File: src/pkg/power_reset_pkg.sv
// constants and carrier types for the clock, power, reset and protection block
package power_reset_pkg;

  // ----------------------------------------------------------------
  // machine cycle timing
  // ----------------------------------------------------------------
  localparam int unsigned    PHASES_PER_CYCLE = 12;
  localparam logic [3:0]     PHASE_LAST       = 4'hb;
  localparam logic [3:0]     PHASE_S5P2       = 4'h9;
  localparam logic [1:0]     RST_MIN_SAMPLES  = 2'h2;

  // ----------------------------------------------------------------
  // power control register layout and reset values
  // ----------------------------------------------------------------
  localparam int unsigned    POWER_CONTROL_REG_IDLE_BIT    = 0;
  localparam int unsigned    POWER_CONTROL_REG_PDOWN_BIT   = 1;
  localparam int unsigned    POWER_CONTROL_REG_POF_BIT     = 4;
  localparam logic [7:0]     POWER_CONTROL_REG_KEEP_MASK   = 8'h10;
  localparam logic [7:0]     POWER_CONTROL_REG_POR_VAL     = 8'h10;

  // ----------------------------------------------------------------
  // core register reset values
  // ----------------------------------------------------------------
  localparam logic [7:0]     PORT_RST_VAL     = 8'hff;
  localparam logic [7:0]     SP_RST_VAL       = 8'h07;
  localparam logic [7:0]     SFR_RST_VAL      = 8'h00;
  localparam int unsigned    NUM_PORTS        = 4;

  // ----------------------------------------------------------------
  // protection register
  // ----------------------------------------------------------------
  localparam logic [15:0]    SEC_ADDR         = 16'hffff;
  localparam logic [7:0]     SEC_ERASED_VAL   = 8'hff;
  // arbitrary scrambling key
  localparam logic [7:0]     ENC_KEY          = 8'h5a;

  typedef struct packed {
    logic       gainFull;   // 0 halves the amplifier gain
    logic [3:0] spare;
    logic       encOff;     // 0 turns port 0 encryption on
    logic       movcFree;   // 0 restricts table reads from external space
    logic       unlocked;   // 0 locks programmer access
  } security_type;

  typedef struct packed {
    logic        mode;
    logic [15:0] addr;
    logic        rdEn;
    logic        wrEn;
    logic [7:0]  wrData;
    logic        eraseAll;
  } prog_req_type;

  typedef enum logic [1:0] {RUN, IDLE, PDOWN, WAKE} power_state_type;

endpackage : power_reset_pkg

File: src/hw/power_reset_code_protect.sv
// clock division, idle and power-down control, reset filter and code protection
module power_reset_code_protect (
  // clock and power-on reset
  input  wire logic                          clk,
  input  wire logic                          srst,
  // external reset pin and interrupt requests
  input  wire logic                          rstPin,
  input  wire logic                          irqPending,
  // core register writes
  input  wire logic                          pconWrEn,
  input  wire logic [3:0]                    portWrEn,
  input  wire logic                          spWrEn,
  input  wire logic                          sbufWrEn,
  input  wire logic [7:0]                    sfrWrData,
  // core table read check
  input  wire logic                          movcReq,
  input  wire logic                          movcFromInternal,
  input  wire logic                          movcTargetInternal,
  // port 0 data from the core
  input  wire logic                          p0WrEn,
  input  wire logic [7:0]                    p0Data,
  // programmer side
  input  wire power_reset_pkg::prog_req_type progReq,
  input  wire logic [7:0]                    nvSecurity,
  input  wire logic [7:0]                    codeRdData,
  // clocks and resets to the rest of the chip
  output logic                               oscRun,
  output logic                               oscGainHalf,
  output logic                               cpuClkEn,
  output logic                               periphClkEn,
  output logic                               coreRst,
  // register views
  output logic [7:0]                         pconRd,
  output logic [3:0][7:0]                    portLatch,
  output logic [7:0]                         stackPtr,
  output logic [7:0]                         sbufRd,
  // table read answer
  output logic                               movcInternalOk,
  // port 0 output
  output logic [7:0]                         p0Out,
  // programmer answers
  output logic                               codeAccessEn,
  output logic                               progRefused,
  output logic [7:0]                         progRdData,
  output power_reset_pkg::security_type      security
);

  // ----------------------------------------------------------------
  // oscillator phase counter and clock enables
  // ----------------------------------------------------------------
  power_reset_pkg::power_state_type pwrState_r, pwrState_nxt;
  logic [3:0] phase_r, phase_nxt;
  logic       stateTick;
  logic       sampleTick;

  always_comb begin
    phase_nxt = phase_r;
    if (oscRun) begin
      phase_nxt = (phase_r == power_reset_pkg::PHASE_LAST) ? 4'h0 : phase_r + 4'h1;
    end
  end

  always_ff @(posedge clk) begin
    if (srst) begin
      phase_r <= 4'h0;
    end else begin
      phase_r <= phase_nxt;
    end
  end

  // each oscillator tick is one phase; two phases make one internal state
  assign oscRun      = (pwrState_r != power_reset_pkg::PDOWN);
  assign stateTick   = oscRun && phase_r[0];
  assign sampleTick  = oscRun && (phase_r == power_reset_pkg::PHASE_S5P2);
  assign periphClkEn = stateTick;
  assign cpuClkEn    = stateTick && (pwrState_r == power_reset_pkg::RUN)
                       && !coreRst;

  // ----------------------------------------------------------------
  // reset pin filter
  // ----------------------------------------------------------------
  // a lone high sample is a glitch; reset needs consecutive samples
  logic [1:0] rstCnt_r, rstCnt_nxt;
  logic       rstAct_r, rstAct_nxt;

  always_comb begin
    rstCnt_nxt = rstCnt_r;
    rstAct_nxt = rstAct_r;
    if (sampleTick) begin
      if (!rstPin) begin
        rstCnt_nxt = 2'h0;
        rstAct_nxt = 1'b0;
      end else if (rstCnt_r < power_reset_pkg::RST_MIN_SAMPLES) begin
        rstCnt_nxt = rstCnt_r + 2'h1;
        rstAct_nxt = (rstCnt_r + 2'h1) >= power_reset_pkg::RST_MIN_SAMPLES;
      end else begin
        rstAct_nxt = 1'b1;
      end
    end
  end

  always_ff @(posedge clk) begin
    if (srst) begin
      rstCnt_r <= 2'h0;
      rstAct_r <= 1'b0;
    end else begin
      rstCnt_r <= rstCnt_nxt;
      rstAct_r <= rstAct_nxt;
    end
  end

  assign coreRst = rstAct_r;

  // ----------------------------------------------------------------
  // power control register and power state
  // ----------------------------------------------------------------
  logic [7:0] power_control_reg_r, power_control_reg_nxt;

  always_comb begin
    pwrState_nxt = pwrState_r;
    power_control_reg_nxt     = power_control_reg_r;
    if (rstAct_r) begin
      power_control_reg_nxt     = power_control_reg_r & power_reset_pkg::POWER_CONTROL_REG_KEEP_MASK;
      pwrState_nxt = power_reset_pkg::RUN;
    end else begin
      if (pconWrEn && (pwrState_r == power_reset_pkg::RUN)) begin
        // the flag may only be cleared by software, never set by it
        power_control_reg_nxt = sfrWrData;
        power_control_reg_nxt[power_reset_pkg::POWER_CONTROL_REG_POF_BIT] = power_control_reg_r[power_reset_pkg::POWER_CONTROL_REG_POF_BIT]
          & sfrWrData[power_reset_pkg::POWER_CONTROL_REG_POF_BIT];
      end
      unique case (pwrState_r)
        power_reset_pkg::RUN: begin
          if (power_control_reg_nxt[power_reset_pkg::POWER_CONTROL_REG_PDOWN_BIT]) begin
            pwrState_nxt = power_reset_pkg::PDOWN;
          end else if (power_control_reg_nxt[power_reset_pkg::POWER_CONTROL_REG_IDLE_BIT]) begin
            pwrState_nxt = power_reset_pkg::IDLE;
          end
        end
        power_reset_pkg::IDLE: begin
          if (irqPending) begin
            pwrState_nxt = power_reset_pkg::RUN;
            power_control_reg_nxt[power_reset_pkg::POWER_CONTROL_REG_IDLE_BIT] = 1'b0;
          end
        end
        power_reset_pkg::PDOWN: begin
          // interrupts are ignored; only the reset pin restarts the oscillator
          if (rstPin) begin
            pwrState_nxt = power_reset_pkg::WAKE;
          end
        end
        power_reset_pkg::WAKE: begin
          // oscillator runs so the filter can qualify the pin; a glitch sleeps again
          if (sampleTick && !rstPin) begin
            pwrState_nxt = power_reset_pkg::PDOWN;
          end
        end
      endcase
    end
  end

  always_ff @(posedge clk) begin
    if (srst) begin
      power_control_reg_r     <= power_reset_pkg::POWER_CONTROL_REG_POR_VAL;
      pwrState_r <= power_reset_pkg::RUN;
    end else begin
      power_control_reg_r     <= power_control_reg_nxt;
      pwrState_r <= pwrState_nxt;
    end
  end

  assign pconRd = power_control_reg_r;

  // ----------------------------------------------------------------
  // port latches, stack pointer and serial buffer
  // ----------------------------------------------------------------
  logic [3:0][7:0] port_r, port_nxt;
  logic [7:0]      sp_r, sp_nxt;
  logic [7:0]      serial_buffer_reg_r, serial_buffer_reg_nxt;

  generate
    for (genvar i = 0; i < power_reset_pkg::NUM_PORTS; i++) begin : g_port
      always_comb begin
        port_nxt[i] = port_r[i];
        if (rstAct_r) begin
          port_nxt[i] = power_reset_pkg::PORT_RST_VAL;
        end else if (portWrEn[i]) begin
          port_nxt[i] = sfrWrData;
        end
      end
    end
  endgenerate

  always_comb begin
    sp_nxt   = sp_r;
    serial_buffer_reg_nxt = serial_buffer_reg_r;
    if (rstAct_r) begin
      sp_nxt = power_reset_pkg::SP_RST_VAL;
    end else if (spWrEn) begin
      sp_nxt = sfrWrData;
    end
    // the serial buffer keeps its contents through a pin reset
    if (!rstAct_r && sbufWrEn) begin
      serial_buffer_reg_nxt = sfrWrData;
    end
  end

  always_ff @(posedge clk) begin
    if (srst) begin
      port_r <= {power_reset_pkg::NUM_PORTS{power_reset_pkg::PORT_RST_VAL}};
      sp_r   <= power_reset_pkg::SP_RST_VAL;
      serial_buffer_reg_r <= power_reset_pkg::SFR_RST_VAL;
    end else begin
      port_r <= port_nxt;
      sp_r   <= sp_nxt;
      serial_buffer_reg_r <= serial_buffer_reg_nxt;
    end
  end

  assign portLatch = port_r;
  assign stackPtr  = sp_r;
  assign sbufRd    = serial_buffer_reg_r;

  // ----------------------------------------------------------------
  // protection register and programmer access
  // ----------------------------------------------------------------
  power_reset_pkg::security_type sec_r, sec_nxt;
  logic [7:0] progRd_r, progRd_nxt;
  logic       refused_r, refused_nxt;
  logic       secHit;
  logic       progAccess;

  assign secHit     = (progReq.addr == power_reset_pkg::SEC_ADDR);
  assign progAccess = progReq.mode && (progReq.rdEn || progReq.wrEn);

  always_comb begin
    sec_nxt     = sec_r;
    progRd_nxt  = progRd_r;
    refused_nxt = 1'b0;
    if (progReq.mode && progReq.eraseAll) begin
      sec_nxt = power_reset_pkg::security_type'(power_reset_pkg::SEC_ERASED_VAL);
    end else if (progAccess && !sec_r.unlocked) begin
      refused_nxt = 1'b1;
      progRd_nxt  = power_reset_pkg::SFR_RST_VAL;
    end else if (progAccess) begin
      if (progReq.wrEn && secHit) begin
        // programming can only pull bits from one to zero
        sec_nxt = power_reset_pkg::security_type'(sec_r & progReq.wrData);
      end
      if (progReq.rdEn) begin
        progRd_nxt = secHit ? sec_r : codeRdData;
      end
    end
  end

  always_ff @(posedge clk) begin
    if (srst) begin
      // the register is non-volatile: its stored image is reloaded at power-on
      sec_r     <= power_reset_pkg::security_type'(nvSecurity);
      progRd_r  <= power_reset_pkg::SFR_RST_VAL;
      refused_r <= 1'b0;
    end else begin
      sec_r     <= sec_nxt;
      progRd_r  <= progRd_nxt;
      refused_r <= refused_nxt;
    end
  end

  assign security     = sec_r;
  assign progRdData   = progRd_r;
  assign progRefused  = refused_r;
  assign codeAccessEn = progAccess && sec_r.unlocked && !secHit;
  assign oscGainHalf  = !sec_r.gainFull;

  // ----------------------------------------------------------------
  // table read restriction
  // ----------------------------------------------------------------
  // only a request aimed at internal code from external space is ever blocked
  assign movcInternalOk = movcReq && movcTargetInternal
                          && (movcFromInternal
                              || sec_r.movcFree);

  // ----------------------------------------------------------------
  // port 0 output with optional encryption
  // ----------------------------------------------------------------
  logic [7:0] p0_r, p0_nxt;

  function automatic logic [7:0] encode(input logic [7:0] d);
    logic [7:0] x;
    x      = d ^ power_reset_pkg::ENC_KEY;
    encode = {x[6:0], x[7]};
  endfunction : encode

  always_comb begin
    p0_nxt = p0_r;
    if (rstAct_r) begin
      p0_nxt = power_reset_pkg::PORT_RST_VAL;
    end else if (p0WrEn) begin
      p0_nxt = sec_r.encOff ? p0Data : encode(p0Data);
    end
  end

  always_ff @(posedge clk) begin
    if (srst) begin
      p0_r <= power_reset_pkg::PORT_RST_VAL;
    end else begin
      p0_r <= p0_nxt;
    end
  end

  assign p0Out = p0_r;

endmodule : power_reset_code_protect

File: config.mk
export PLATFORM = sky130hd
export DESIGN_NAME = power_reset_code_protect
export DESIGN_NICKNAME = d
export VERILOG_FILES = /design/src/pkg/power_reset_pkg.sv /design/src/hw/power_reset_code_protect.sv
export SDC_FILE = /design/constraint.sdc
export NUM_CORES = 1
export LEC_CHECK = 0
export BUFFER_PORTS_ARGS = -buffer_cell sky130_fd_sc_hd__buf_2
export CORE_MARGIN = 4
export CORE_UTILIZATION = 35
export CTS_CLUSTER_SIZE = 10
export DETAILED_ROUTE_END_ITERATION = 8
export GPL_TIMING_DRIVEN = 0
export HOLD_SLACK_MARGIN = 0.08
export PLACE_DENSITY = 0.72
export SYNTH_ARGS = -nofsm -noshare
export SYNTH_HDL_FRONTEND = slang
export SYNTH_SLANG_ARGS = --single-unit
File: constraint.sdc
create_clock -name clk -period 1.6 [get_ports clk]
set_input_delay 0.24 -clock clk [delete_from_list [all_inputs] [get_ports clk]]
set_output_delay 0.24 -clock clk [all_outputs]
set_load 0.005 [all_outputs]
==> impl_metrics.py, run 1 <==
metrics = {
    "clock_tree": {
        "h-tree-depth": 3,
        "insertion_delay_ns": 0.35,
        "clkSinkCount": 90,
        "cts-buffers-inserted": 9,
        "cts_tree": "built",
        "clk_pin_slew_ns": 0.10,
        "root_buffer": "clkbuf_8",
        "cts_hold_buffers": 0,
        "clk_path_buf_depth": 2,
    },
    "drt": {
        "vias": 3272,
        "drtPass1Iterations": 4,
        "route.detailed.drc": 0,
        "wirelength_um": 10500,
        "post_drt_wl_per_cell_um": 15.3,
        "antenna_left": 0,
        "via_per_inst": 4.78,
        "dr.first_iter.drc_count": 182,
    },
    "grt": {
        "grt_pass1_vias": 3098,
        "grt_pass1_wl_um": 15000,
        "grt_remaining_overflow": 0,
        "grt_max_degree": 17,
        "grt_use_total_pct": 16.2,
        "antenna_found_initial": 0,
    },
    "finish": {
        "multi_input_area_um2": 1600,
        "area_growth_pct": 31.7,
        "drive_gt1_share_pct": 35.0,
        "nNetsFinal": 622,
        "antenna_cells": 0,
        "regArea_um2": 1880,
        "fillers": 962,
    },
    "setup_path": {
        "required_ns": 1.36,
        "timing.critical_path.from_type": "register",
        "crit_arrival_ns": 1.30,
        "crit_family": "flip-flops",
        "critPathMaxStageDelay_ns": 0.33,
        "cp-end-kind": "output port",
        "cp_slowest_cell": "dfxtp_1",
        "path_max_fanout": 9,
        "crit_type": "reg2out",
        "path_buf_inv": 3,
        "path_cells": "buf_6 > nor2b_4 > inv_4 > and2_1 > buf_2",
    },
    "power": {
        "power_mw": 4.78,
        "ir_worst_vdd_mv": 0.532,
        "power.density_nw_per_um2": 996,
        "p_leak_nw": 2.27,
    },
    "floorplanning": {
        "io_pins": 163,
        "die_w_um": 110,
        "fp.dieH_um": 110,
        "num_rows": 37,
        "initial_core_util_pct": 35.6,
        "fp.dieArea_um2": 12100,
        "core_um2": 10200,
    },
    "place": {
        "place.gp.congestion": 0.743,
        "dp_hpwl_um": 7980,
        "dp_slack_ns": -0.141,
        "portBuffers": 157,
    },
    "synthesis": {
        "syn_area_um2": 3650,
        "synth_top_cell_by_area": "dfxtp_1",
        "ys_seq_area_share_pct": 51.6,
        "yosys_warnings": 0,
        "syn_inst": 375,
        "syn_nets": 453,
        "synth_cell_types": 43,
        "synth.top_cell.area_share_pct": 45.0,
        "yosys-top-cells-area": "dfxtp_1, mux2i_1, edfxtp_1, nand2_1, a21oi_1",
        "avgSynthCellArea_um2": 9.73,
        "ys_ff_latch": 90,
    },
    "outcome": {
        "status": "finished, final reports clean",
    },
    "sta": {
        "setup_slack_ns": 0.0644,
        "hold_viol_final": 0,
        "final-setup-viol-count": 0,
        "fmaxAchievable_mhz": 651,
        "skew_ns": 0.0139,
        "period_minus_slack_ns": 1.54,
        "slew_headroom_pct": 61.2,
        "drv_slew": 0,
        "rsz0062_at_grt": "no",
        "finalCritPeriodShare_pct": 96.0,
        "worst_slew_pin_slew_ns": 0.583,
    },
    "flow_run": {
        "max-cap-violations": 0,
    },
    "hold_path": {
        "holdCritPathClass": "in2reg",
    },
}
## path summary, 6_finish.rpt
kind	start	end	slack, ns	cells after the start
worst max register to register	pwrState_r[0]	pwrState_r[1]	0.18	5
worst min register to register	pconRd[7]	pconRd[7]	0.46	2
worst min-delay path	codeRdData[0]	progRdData[0]	0.13	3
worst max-delay path	pwrState_r[1]	periphClkEn	0.06	5
## registers in the layout, summed over array words and instances (netlist names), 2 cells and up
signal / count
progRdData: 8
phase_r: 4
rstCnt_r: 2
portLatch: 32
p0Out: 8
sbufRd: 8
pconRd: 8
stackPtr: 8
pwrState_r: 2
security: 8
## synthesized netlist by cell type (all sizes together)
cell type,count
a31o,1
nand4,5
or2,1
nor4b,2
a31oi,2
nor2b,5
nor3b,2
nor4,1
nor3,4
ha,3
a32oi,1
mux2i,60
nand2b,3
inv,16
nand3b,2
edfxtp,8
nand2,64
o211a,1
o2bb2ai,8
nand3,1
clkbuf,9
mux2,1
a211oi,1
a311oi,1
buf,11
o211ai,2
a41o,1
o31ai,2
nor2,29
a21o,2
and3b,1
o21ai,13
a21oi,27
dfxtp,82
and2,2
o21a,1
## per-stage QoR
step	hold WS (ns)	std cells	setup TNS (ns)	instance area, µm²	util (%)
2_1_floorplan	0.368	375	0	3650	-
3_3_place_gp	0.440	668	-1.02	4600	45.0
3_5_place_dp	0.444	668	-1.13	4600	45.0
4_1_cts	0.110	685	0	4800	46.9
5_1_grt	0.134	685	0	4800	46.9
6_report	0.133	685	0	4800	46.9
## worst register-to-register path, cell delays in order, from the launching register on
cell and delay, ns:
dfxtp_1 0.31, buf_4 0.16, nor3b_4 0.34, mux2i_1 0.28, nor2_1 0.06, o21a_1 0.16
## per-layer routing
layer	part of all wire (%)	GRT usage, %	up-vias
met1	40	17.7	1515
met2	50	29.9	119
met4	1.3	6.14	0
met3	8.9	4.31	9
met5	0	0	-
li1	-	-	1629
## layout by cell type (no fill, tap or decap), types with 9 or more instances in the layout
cell	n
nor2_1	28
dfxtp_1	82
clkbuf_8	10
a21oi_1	27
o21ai_0	13
mux2i_1	60
clkbuf_1	9
inv_1	15
buf_2	164
nand2_1	64
## logic make-up after synthesis
family,after synthesis,synth area share [%]
and+or+nand+nor,122,15.3
buffers and inverters,36,4.46
AOI/OAI and AO/OA,63,10.8
muxes,61,16.8
DFF,90,51.6
adders and majority gates,3,1.03
## repair_timing
action / CTS / global route
buffers inserted: 1 / 0
endpoints found under the setup margin: 1 / 1
resized for setup: 0 / 2
## power breakdown
part	internal (mW)	total [mW]	switching, mW
Combinational	0.378	0.794	0.416
Sequential	2.43	2.53	0.102
Clock	0.625	1.46	0.833
Total	3.43	4.78	1.35
## area by class of cell
type	instances	area share, %
plain buffers	20	2.21
clock buffers	10	2.87
clock inverters	6	0.990
inverters	16	1.30
multi-input cells	249	33.4
flip-flops and latches	90	39.2
well taps	136	3.54
repair buffers	158	16.5
No activity file was read; power rests on OpenSTA's default activity.
==> inputs of run 2 (changes only) <==
--- a/config.mk
+++ b/config.mk
@@ -12,7 +12,7 @@
 export DETAILED_ROUTE_END_ITERATION = 8
 export GPL_TIMING_DRIVEN = 0
 export HOLD_SLACK_MARGIN = 0.08
-export PLACE_DENSITY = 0.72
+export PLACE_DENSITY = 0.69
 export SYNTH_ARGS = -nofsm -noshare
 export SYNTH_HDL_FRONTEND = slang
 export SYNTH_SLANG_ARGS = --single-unit
==> constraint.sdc (replaced) <==
create_clock -name clk -period 1.9 [get_ports clk]
set_input_delay 0.285 -clock clk [delete_from_list [all_inputs] [get_ports clk]]
set_output_delay 0.285 -clock clk [all_outputs]
set_load 0.005 [all_outputs]
==> run 2 against run 1 <==
Sequential power down 16%. Power down 14%. Wire length down 0.23%. Via count down 1.2%. Register-to-register slack better by 0.33 ns. Worst setup slack better by 0.17 ns. Clock-buffer cell count down 1. Clock skew down 0.0052 ns. Global-route usage up 0.18 points. Worst hold slack better by 0.048 ns. Design area about the same. Flip-flop and latch count unchanged. Critical path type unchanged.
==> impl_metrics.py, run 2 (synthesis results as in run 1) <==
metrics = {
    "drt": {
        "antenna_left": 0,
        "dr.first_iter.drc_count": 144,
        "via_per_inst": 4.73,
        "post_drt_wl_per_cell_um": 15.2,
        "wirelength_um": 10400,
        "vias": 3232,
        "route.detailed.drc": 0,
        "drtPass1Iterations": 4,
    },
    "setup_path": {
        "crit_family": "buffers and inverters",
        "crit_type": "reg2out",
        "timing.critical_path.from_type": "register",
        "path_max_fanout": 9,
        "r2r_cells": 5,
        "path_cells": "buf_4 > nor2b_4 > inv_2 > and2_1 > buf_2",
        "worstSetupPathDepth": 5,
        "cp-end-kind": "output port",
        "critPathMaxStageDelay_ns": 0.32,
        "crit_arrival_ns": 1.38,
        "required_ns": 1.62,
        "cp_slowest_cell": "dfxtp_1",
        "path_buf_inv": 3,
    },
    "finish": {
        "final_util_pct": 47.0,
        "area_growth_pct": 31.7,
        "drive_gt1_share_pct": 34.9,
        "final_cell_mix": "buf_2, dfxtp_1, nand2_1",
        "final_cell_count_no_fill": 684,
        "nNetsFinal": 621,
        "antenna_cells": 0,
        "final_common_cell": "buf_2",
        "largest_reg_flops": 32,
    },
    "clock_tree": {
        "insertion_delay_ns": 0.36,
        "cts_setup_buffers": 0,
        "clk_pin_slew_ns": 0.09,
        "cts-buffers-inserted": 9,
        "clkSinkCount": 90,
        "h-tree-depth": 3,
        "root_buffer": "clkbuf_8",
        "ctsResizeCount": 0,
        "cts_tree": "built",
        "cts_hold_buffers": 0,
        "clk_path_buf_depth": 2,
    },
    "floorplanning": {
        "initial_core_util_pct": 35.6,
        "io_pins": 163,
        "die_w_um": 110,
        "fp.dieH_um": 110,
        "num_rows": 37,
        "core_um2": 10200,
        "fp.dieArea_um2": 12100,
    },
    "sta": {
        "skew_ns": 0.00874,
        "worst_slew_pin_slew_ns": 0.582,
        "finalCritPeriodShare_pct": 87.6,
        "fmaxAchievable_mhz": 601,
        "hold_viol_final": 0,
        "rsz0062_at_grt": "no",
        "final-setup-viol-count": 0,
        "drv_slew": 0,
        "slew_headroom_pct": 61.2,
        "period_minus_slack_ns": 1.66,
        "fin_setup_tns_ns": 0,
    },
    "flow_run": {
        "max-cap-violations": 0,
    },
    "grt": {
        "grt_pass1_wl_um": 15100,
        "grt_remaining_overflow": 0,
        "antenna_found_initial": 0,
        "grt_pass1_vias": 3062,
        "grt_use_total_pct": 16.4,
        "grt_max_degree": 17,
    },
    "power": {
        "power.density_nw_per_um2": 859,
        "p_leak_nw": 2.27,
        "ir_worst_vdd_mv": 0.474,
        "power_mw": 4.13,
    },
    "outcome": {
        "status": "finished, final reports clean",
    },
    "place": {
        "dp_hpwl_um": 7830,
        "place.gp.congestion": 0.747,
        "dp_cells": 668,
        "portBuffers": 157,
    },
    "hold_path": {
        "holdCritPathClass": "in2reg",
        "whs_path_depth": 3,
    },
}
## run 2: worst reg2reg max path, cell delays in order (launching register included)
cell     delay, ns
dfxtp_1       0.31
buf_4         0.15
nor3b_4       0.34
mux2i_1       0.27
nor2_1        0.06
o21a_1        0.16
## run 2: power breakdown
| group | leakage, nW | total, mW | switching (mW) | internal (mW) |
|---|---|---|---|---|
| clock network | 0.100 | 1.33 | 0.714 | 0.620 |
| registers | 0.754 | 2.13 | 0.0815 | 2.05 |
| logic | 1.41 | 0.663 | 0.351 | 0.313 |
| total | 2.27 | 4.13 | 1.15 | 2.98 |
## run 2: final timing paths
check,start,endpoint,slack (ns)
setup / recovery,pwrState_r[1],periphClkEn,0.24
hold reg to reg,pconRd[3],pconRd[3],0.45
setup reg to reg,pwrState_r[1],pwrState_r[1],0.51
hold / removal,codeRdData[0],progRdData[0],0.18
## run 2: area by class of cell
type	instances	area, µm²
clock inverter	7	77.6
multi-input combinational	249	1600
inverter	16	60.1
clock buffer	9	124
timing repair buffer	157	786
sequential	90	1880
buffer	20	103
fill	1005	5430
tap	136	170
## run 2: stage by stage
step | worst slack, ns | area [µm²] | hold WS [ns]
floorplan | 0.390 | 3650 | 0.413
global placement | 0.152 | 4600 | 0.438
detailed placement | 0.110 | 4600 | 0.442
CTS | 0.208 | 4800 | 0.163
global route | 0.117 | 4800 | 0.190
finish | 0.236 | 4800 | 0.181
## run 2: routing by layer
metal  track usage (%)  routed length, µm  up-vias
met4              5.79                126        0
met2              30.3               5130      124
met5                 0                  0        -
met3              4.43                881       10
li1                  -                  -     1620
met1              17.9               4290     1478
